### src/common/clb_pkg.sv
// constants for the cache lock and buffer control block
// assumes one core clock; bit positions follow the cache control register layout
package clb_pkg;
    // ========================================
    // register map
    localparam logic [11:0] CACHE_CONTROL_OFS = 12'h002;
    localparam logic [31:0] CACHE_CONTROL_RST = 32'h0000_0000;
    localparam int CC_ON_BIT = 31;
    localparam int CC_SB_ON_BIT = 29;
    localparam int CC_KEEP_BIT = 28;
    localparam int CC_LOCK_BIT = 27;
    localparam int CC_INVAL_BIT = 24;
    // writable bits: 31, 29, 28, 27, 24, 10, 9:8, 5
    localparam logic [31:0] CC_WMASK = 32'hb900_0720;
    // ========================================
    // geometry
    localparam int NUM_WAYS = 4;
    localparam int NUM_SETS = 128;
    localparam int SET_W = 7;
    localparam int SB_DEPTH = 4;
    // ========================================
    // access and bus kinds
    typedef enum logic [1:0] {CLB_REG_NONE, CLB_REG_WR, CLB_REG_DBG_WR, CLB_REG_DBG_RD} clb_reg_op_t;
    typedef enum logic [1:0] {CLB_BUS_IDLE, CLB_BUS_PUSH, CLB_BUS_STORE, CLB_BUS_FILL} clb_bus_kind_t;
    typedef enum {CLB_IDLE, CLB_INVAL, CLB_DRAIN_FILL, CLB_DRAIN_SYNC, CLB_PUSH_CMD} clb_state_t;
endpackage : clb_pkg

### src/rtl/clb_cache_ctrl.sv
// cache control register, way allocation, line state and push/store buffer drain
// assumes the pipeline and bus controller share core_clk; bus cycles complete on bus_done
//
// Behaviour
// - buffered writes go out on next bus cycle
// - fill waits until push and store empty
// - sync events drain both buffers first
// - half lock protects ways zero and one
// - locked allocation prefers way two first
// - locked ways still take write hits
// - never allocate into locked ways
// - copyback write hit sets modified
// - core writes register, debug reads writes
// - reset clears control register
// - reset leaves line state untouched
// - enable bit gates cache operation
// - store buffer off writes go direct
// - store buffer on defers imprecise writes
// - precise inhibited writes bypass store buffer
// - push invalidates line when keep clear
// - push keeps line valid when set
// - unlocked lowest invalid, round robin four
// - locked full set round robin two
// - invalidate all walks sets, self clears
module clb_cache_ctrl
    import clb_pkg::*;
#(
    parameter int SBD = SB_DEPTH
) (
    input wire logic core_clk,             // core clock
    input wire logic rstn,                 // async reset, active low
    input wire logic [1:0] reg_op,         // register operation (clb_reg_op_t)
    input wire logic [11:0] reg_addr,      // control register number
    input wire logic [31:0] reg_wdata,     // register write data
    output logic [31:0] reg_rdata,         // debug read data
    input wire logic acc_req,              // pipeline access request
    input wire logic acc_wr,               // access is a write
    input wire logic acc_copyback,         // region is copyback
    input wire logic acc_cacheable,        // region is cacheable
    input wire logic acc_precise,          // region is precise mode
    input wire logic [SET_W-1:0] acc_set,  // set index
    input wire logic [NUM_WAYS-1:0] acc_hit, // tag hit per way
    input wire logic [31:0] acc_data,      // write data
    input wire logic sync_req,             // supervisor op, nop or exception
    input wire logic push_req,             // line push instruction
    input wire logic [SET_W-1:0] push_set, // set for line push
    input wire logic [1:0] push_way,       // way for line push
    input wire logic bus_done,             // external bus cycle terminated
    output logic stall,                    // pipeline stall
    output logic bus_req,                  // external bus request
    output logic [1:0] bus_kind,           // clb_bus_kind_t
    output logic [31:0] bus_wdata,         // bus write data
    output logic [1:0] alloc_way,          // way chosen for fill
    output logic cache_on                  // cache enabled
);
    // ========================================
    // state
    logic [31:0] ctl_r;
    logic [NUM_WAYS-1:0] valid_r [NUM_SETS];
    logic [NUM_WAYS-1:0] mod_r [NUM_SETS];
    logic [1:0] rr_r;
    logic [SET_W-1:0] inv_idx_r;
    logic [31:0] sb_data_r [SBD];
    logic [1:0] sb_rd_r, sb_wr_r;
    logic [2:0] sb_cnt_r;
    logic push_full_r;
    logic [31:0] push_data_r;
    logic bus_busy_r;
    logic [1:0] bus_kind_r;
    logic [31:0] bus_wdata_r;
    logic stall_r;
    logic [31:0] reg_rdata_r;
    logic [1:0] alloc_way_r;
    clb_state_t st_r, st_nxt;

    // ========================================
    // decode
    wire logic sel_cc = (reg_addr == CACHE_CONTROL_OFS);
    wire logic cc_wr = sel_cc && (reg_op == CLB_REG_WR || reg_op == CLB_REG_DBG_WR);
    wire logic cc_rd = sel_cc && (reg_op == CLB_REG_DBG_RD);
    wire logic en = ctl_r[CC_ON_BIT];
    wire logic sb_on = ctl_r[CC_SB_ON_BIT];
    wire logic locked = ctl_r[CC_LOCK_BIT];
    wire logic keep = ctl_r[CC_KEEP_BIT];
    wire logic [NUM_WAYS-1:0] set_v = valid_r[acc_set];
    wire logic any_hit = |(acc_hit & set_v);
    wire logic miss_fill = en && acc_req && acc_cacheable && !any_hit && (!acc_wr || acc_copyback);
    wire logic bufs_empty = (sb_cnt_r == 3'd0) && !push_full_r && !bus_busy_r;
    wire logic imprecise_wr = acc_req && acc_wr && !acc_precise && !(acc_cacheable && acc_copyback);
    wire logic to_sb = sb_on && imprecise_wr && st_r == CLB_IDLE;
    wire logic sb_full = (sb_cnt_r == 3'(SBD));
    wire logic direct_wr = acc_req && acc_wr && !to_sb && !(en && acc_cacheable && acc_copyback);

    function automatic logic [1:0] pick_way(input logic [NUM_WAYS-1:0] v, input logic lk, input logic [1:0] rr);
        logic [1:0] w;
        w = lk ? {1'b1, rr[1]} : rr;
        if (lk) begin
            if (!v[2]) w = 2'd2;
            else if (!v[3]) w = 2'd3;
        end else begin
            for (int i = NUM_WAYS - 1; i >= 0; i--) begin
                if (!v[i]) w = 2'(i);
            end
        end
        return w;
    endfunction : pick_way
    wire logic [1:0] victim = pick_way(set_v, locked, rr_r);
    wire logic set_full = locked ? (set_v[2] && set_v[3]) : (&set_v);
    wire logic victim_dirty = set_full && mod_r[acc_set][victim];

    // ========================================
    // sequencing
    always_comb begin
        st_nxt = st_r;
        unique case (st_r)
            CLB_IDLE: begin
                if (ctl_r[CC_INVAL_BIT]) st_nxt = CLB_INVAL;
                else if (sync_req) st_nxt = CLB_DRAIN_SYNC;
                else if (push_req) st_nxt = CLB_PUSH_CMD;
                else if (miss_fill) st_nxt = CLB_DRAIN_FILL;
            end
            CLB_INVAL: if (inv_idx_r == SET_W'(NUM_SETS - 1)) st_nxt = CLB_IDLE;
            CLB_DRAIN_FILL: if (bus_done && bus_kind_r == CLB_BUS_FILL) st_nxt = CLB_IDLE;
            CLB_DRAIN_SYNC: if (bufs_empty) st_nxt = CLB_IDLE;
            CLB_PUSH_CMD: st_nxt = CLB_IDLE;
        endcase
    end

    wire logic start_fill = st_r == CLB_DRAIN_FILL && bufs_empty && !bus_busy_r;
    wire logic sb_push = to_sb && !sb_full;
    wire logic sb_pop = !bus_busy_r && !push_full_r && sb_cnt_r != 3'd0 && st_r != CLB_INVAL;
    wire logic push_go = !bus_busy_r && push_full_r;
    wire logic direct_go = !bus_busy_r && !push_full_r && sb_cnt_r == 3'd0 && direct_wr && st_r == CLB_IDLE;
    wire logic [1:0] next_kind = push_go ? CLB_BUS_PUSH : (start_fill ? CLB_BUS_FILL : CLB_BUS_STORE);
    wire logic [31:0] next_data = push_go ? push_data_r : (sb_pop ? sb_data_r[sb_rd_r] : acc_data);
    wire logic launch = push_go || sb_pop || start_fill || direct_go;
    wire logic stall_nxt = (st_nxt != CLB_IDLE) || (to_sb && sb_full) || (direct_wr && !direct_go);

    // ========================================
    // registers
    // reset and core/debug access
    always_ff @(posedge core_clk or negedge rstn) begin
        if (!rstn) begin
            ctl_r <= CACHE_CONTROL_RST;
            reg_rdata_r <= 32'h0000_0000;
        end else begin
            if (cc_wr) ctl_r <= reg_wdata & CC_WMASK;
            else if (st_r == CLB_INVAL && st_nxt == CLB_IDLE) ctl_r[CC_INVAL_BIT] <= 1'b0;
            if (cc_rd) reg_rdata_r <= ctl_r;
        end
    end

    always_ff @(posedge core_clk or negedge rstn) begin
        if (!rstn) begin
            st_r <= CLB_IDLE;
            rr_r <= 2'd0;
            inv_idx_r <= '0;
            stall_r <= 1'b0;
            alloc_way_r <= 2'd0;
        end else begin
            st_r <= st_nxt;
            stall_r <= stall_nxt;
            inv_idx_r <= (st_r == CLB_INVAL) ? inv_idx_r + SET_W'(1) : '0;
            if (start_fill) begin
                alloc_way_r <= victim;
                // advance counter modulo 4 or 2
                if (set_full) rr_r <= locked ? {~rr_r[1], 1'b0} : rr_r + 2'd1;
            end
        end
    end

    always_ff @(posedge core_clk) begin
        if (st_r == CLB_INVAL) begin
            valid_r[inv_idx_r] <= '0;
            mod_r[inv_idx_r] <= '0;
        end else if (st_r == CLB_PUSH_CMD) begin
            mod_r[push_set][push_way] <= 1'b0;
            if (!keep) valid_r[push_set][push_way] <= 1'b0;
        end else if (start_fill) begin
            valid_r[acc_set][victim] <= 1'b1;
            mod_r[acc_set][victim] <= acc_wr;
        end else if (en && acc_req && acc_wr && any_hit && acc_copyback && st_r == CLB_IDLE) begin
            // write hits update locked ways too
            mod_r[acc_set] <= mod_r[acc_set] | (acc_hit & set_v);
        end
    end

    always_ff @(posedge core_clk or negedge rstn) begin
        if (!rstn) begin
            sb_rd_r <= 2'd0;
            sb_wr_r <= 2'd0;
            sb_cnt_r <= 3'd0;
        end else begin
            if (sb_push) sb_wr_r <= sb_wr_r + 2'd1;
            if (sb_pop) sb_rd_r <= sb_rd_r + 2'd1;
            sb_cnt_r <= sb_cnt_r + 3'(sb_push) - 3'(sb_pop);
        end
    end

    always_ff @(posedge core_clk) begin
        if (sb_push) sb_data_r[sb_wr_r] <= acc_data;
    end

    always_ff @(posedge core_clk or negedge rstn) begin
        if (!rstn) begin
            bus_busy_r <= 1'b0;
            bus_kind_r <= CLB_BUS_IDLE;
            bus_wdata_r <= 32'h0000_0000;
            push_full_r <= 1'b0;
            push_data_r <= 32'h0000_0000;
        end else begin
            if (launch) begin
                bus_busy_r <= 1'b1;
                bus_kind_r <= next_kind;
                bus_wdata_r <= next_data;
            end else if (bus_done) begin
                bus_busy_r <= 1'b0;
                bus_kind_r <= CLB_BUS_IDLE;
            end
            // a new push wins over the drain of the old one
            if ((start_fill && victim_dirty) || (st_r == CLB_PUSH_CMD && mod_r[push_set][push_way])) begin
                push_full_r <= 1'b1;
                push_data_r <= acc_data;
            end else if (push_go) begin
                push_full_r <= 1'b0;
            end
        end
    end

    // ========================================
    // outputs
    assign reg_rdata = reg_rdata_r;
    assign stall = stall_r;
    assign bus_req = bus_busy_r;
    assign bus_kind = bus_kind_r;
    assign bus_wdata = bus_wdata_r;
    assign alloc_way = alloc_way_r;
    assign cache_on = ctl_r[CC_ON_BIT];
endmodule : clb_cache_ctrl

### config.mk
export PLATFORM = sky130hd
export DESIGN_NAME = clb_cache_ctrl
export DESIGN_NICKNAME = d
export VERILOG_FILES = /design/src/common/clb_pkg.sv /design/src/rtl/clb_cache_ctrl.sv
export SDC_FILE = /design/constraint.sdc
export NUM_CORES = 2
export LEC_CHECK = 0
export BUFFER_PORTS_ARGS = -buffer_cell sky130_fd_sc_hd__buf_2
export CORE_MARGIN = 3
export CORE_UTILIZATION = 59
export CTS_BUF_LIST = sky130_fd_sc_hd__clkbuf_16
export DETAILED_ROUTE_END_ITERATION = 12
export PLACE_DENSITY = 0.76
export RECOVER_POWER = 50
export SLEW_MARGIN = 20
export SYNTH_ARGS = -nofsm -noshare
export SYNTH_HDL_FRONTEND = slang
export SYNTH_SLANG_ARGS = --single-unit
export TNS_END_PERCENT = 100
### constraint.sdc
create_clock -name core_clk -period 29.3 [get_ports core_clk]
set_clock_uncertainty 0.1 [all_clocks]
set_input_delay 5.86 -clock core_clk [delete_from_list [all_inputs] [get_ports core_clk]]
set_output_delay 5.86 -clock core_clk [all_outputs]
set_load 0.03 [all_outputs]
==> flow_metrics.tcl <==
set metrics [dict create \
    failed_checks "max-capacitance violations, max-slew violations" \
    nFillCells 7488 \
    num_rows 118 \
    grt_start_max_net_pins 203 \
    final_nets 4452 \
    start_kind "input port" \
    p_int_w 0.00324 \
    drt_iter0_drc 5594 \
    start_util_pct 59.8 \
    clk_path_buf_depth 3 \
    clk_root_buffer_cell "clkbuf_16" \
    die_w_um 331 \
    via_count 40800 \
    syn-mean-instance-area_um2 13.9 \
    cp-end-kind "flip-flop" \
    synthTopCellsByArea "edfxtp_1 55%, mux4_2 12%, nor3_1 8.4%, dfrtp_1 5.5%, mux2i_1 4.0%" \
    status "finished with violations" \
    synth_edf_count 1152 \
    ys_types 80 \
    maxCapViolations 25 \
    grt_pass1_wl_um 244000 \
    postCtsSetupRepairBufs 0 \
    max_freq_mhz 49.2 \
    worstMarginPinSlew_ns 6.44 \
    hold_viol 0 \
    final_common_cell "edfxtp_1" \
    drc_errors 0 \
    cts_buffers 134 \
    synth_top_cell_area_share_pct 55.5 \
    insertion_delay_ns 0.75 \
    slew_headroom_pct -329 \
    cts.sink_count 1289 \
    swShare_pct 31.6 \
    regArea_um2 38000 \
    ios 179 \
    met2_wirelength_um 77000 \
    path_class "input port to flip-flop" \
    multi_input_comb_area_um2 21800 \
    yosysTopAreaCell "edfxtp_1" \
    wl_per_cell_um 27.9 \
    grt_pass1_vias 40000 \
    hp-class "flip-flop to flip-flop" \
    grt_antenna_before_repair 15 \
    die_height_um 331 \
    wl_met3_um 18900 \
    fin_util_pct 64.4 \
    hold_buffers 0 \
    globalplace.congestion 0.838 \
    ir_drop_uv 86.8 \
    cts_tree "done" \
    syn_area_um2 62300 \
    rsz0062_at_grt "no" \
    fin_setup_tns_ns 0 \
    finalCritPeriodShare_pct 69.4 \
    grt.total_usage_pct 29.6 \
    grt_overflow 0 \
    clkTransAtPathRegs_ns 0.06 \
    htreeDepth 4 \
    firstDrtPassIters 9 \
    vias_per_cell 7.01 \
    seqPwrFrac_pct 45.0 \
    p_sw_w 0.00150 \
    timing.final.max_slew_violations 1379 \
    routed_wl_um 163000 \
    p_comb_share_pct 21.3 \
    ys.flop_type "edfxtp_1" \
    leakage_nw 21.4 \
    wl_met1_um 59900 \
    ys_ff_latch 1289 \
    cts_resized 0 \
    power_density_nw_per_um2 70.6 \
    syn-instance-count 4477 \
    drive_gt1_share_pct 16.5 \
    dp_hpwl_um 87800 \
    die-area_um2 110000 \
    async_flop_share_pct 10.6 \
    p_clk_share_pct 33.7 \
    core_um2 104000 \
    yosys_warnings 0 \
    drtAntennaViolNets 0 \
    cp_max_fo 112 \
    worst_ep_required_time_ns 29.58 \
    post-route-min-period_ns 20.33 \
    io_buffers 132 \
    area_growth_pct 7.71 \
    final-setup-viol-count 0 \
    routed.top_layer "met5" \
    cp.arrival_ns 20.61 \
    yosysSeqAreaShare_pct 61.0 \
    layout_common_cells "1,152 x edfxtp_1, 1,050 x nor3_1, 335 x mux4_2" \
]
## cells in the mapped netlist (all sizes together), types with 6 or more instances
library cell and number:
a211oi 19, a21o 9, a21oi 43, a221oi 14, a22oi 106, a311oi 6
a31oi 14, and2 43, and3 10, buf 294, clkbuf 240, dfrtp 137
edfxtp 1152, ha 8, inv 24, mux2 77, mux2i 252, mux4 335
nand2 197, nand2b 14, nand3 57, nand3b 8, nand4 28, nor2 69
nor2b 21, nor3 1051, nor4 14, o21ai 108, o221ai 8, o22ai 35
o31ai 6, or3 12, xnor2 7
## power groups by stage
stage	clock network [W]	registers [W]	logic, W
3_5_place_dp	0	0.00216	0.00101
3_3_place_gp	0	0.00216	0.000990
5_1_grt	0.00168	0.00214	0.00107
6_report	0.00160	0.00213	0.00101
2_1_floorplan	0	0.00221	0.000681
4_1_cts	0.00161	0.00213	0.00101
## through the flow
| stage | hold slack (ns) | instances | total power [W] | setup slack, ns | cell area [um^2] |
|---|---|---|---|---|---|
| final | 0.382 | 5823 | 0.00474 | 8.97 | 67100 |
| after global routing | 0.406 | 5818 | 0.00490 | 8.58 | 67100 |
| after CTS | 0.380 | 5814 | 0.00475 | 16.70 | 67400 |
| after detailed placement | 0.362 | 5578 | 0.00317 | 15.88 | 63400 |
| after global placement | 0.360 | 5578 | 0.00315 | 16.03 | 63300 |
| after floorplan | 0.344 | 4499 | 0.00289 | 16.39 | 62400 |
## state kept, by name, summed over array words and instances, names as in the netlist, 2 cells and up
register and cells:
mod_r 512, alloc_way 2, sb_wr_r 2, bus_kind 2
rr_r 2, valid_r 512, reg_rdata 9, bus_wdata 32
push_data_r 32, sb_data_r 128, sb_cnt_r 3, st_r 32
sb_rd_r 2, inv_idx_r 7, ctl_r 9
## critical path, cell delays in order
cell and delay [ns]:
clkbuf_1 4.31, clkbuf_1 2.79, nand2b_1 1.26, o22ai_1 0.46, nor3_1 0.11, nor4_1 0.80, o2bb2ai_1 0.15, a211oi_1 0.45
a2111oi_0 0.30, o21ai_0 1.48, nand2_1 0.50, nor2_1 0.88, buf_4 0.87
## path summary, 6_finish.rpt
kind                                           start                     endpoint  slack [ns]  cells after the start
hold reg to reg            bus_wdata[21]$_DFFE_PN0P_    bus_wdata[21]$_DFFE_PN0P_        0.38                      2
max in group asynchronous                       rstn            st_r[5]$_DFF_PN0_       17.84                      2
min in group asynchronous                       rstn  push_data_r[15]$_DFFE_PN0P_        6.14                      1
setup reg to reg                   st_r[4]$_DFF_PN0_    valid_r[124][2]$_DFFE_PP_       17.58                     12
hold / removal             bus_wdata[21]$_DFFE_PN0P_    bus_wdata[21]$_DFFE_PN0P_        0.38                      2
setup / recovery                          acc_set[1]      mod_r[106][0]$_DFFE_PP_        8.97                     13
## layer usage
metal	vias to the layer above	GRT usage (%)
met1	20600	40.5
li1	17300	-
met2	2472	46.5
met4	4	11.8
met3	441	6.70
met5	-	0
## area by class of cell
type,instances,share of cell area [%]
clock buffer,139,5.18
sequential,1289,56.6
multi-input combinational,2651,32.5
timing repair buffer,234,2.00
tap,1380,2.57
antenna,8,0.0298
clock inverter,97,0.904
inverter,25,0.142
## kinds of logic (layout without fill, tap and decap cells)
| family | Yosys count | in the layout | share of synthesized area [%] |
|---|---|---|---|
| other | 1 | 31 | 0.00602 |
| flip-flops | 1289 | 1289 | 61.0 |
| XOR/XNOR | 11 | 11 | 0.155 |
| buffers and inverters | 559 | 495 | 4.30 |
| AO/OA/AOI/OAI | 399 | 399 | 4.31 |
| adder cells (fa/ha/maj) | 9 | 9 | 0.193 |
| AND/OR/NAND/NOR | 1545 | 1545 | 12.3 |
| multiplexers | 664 | 664 | 17.7 |
Power figures use the tool's default switching activity.
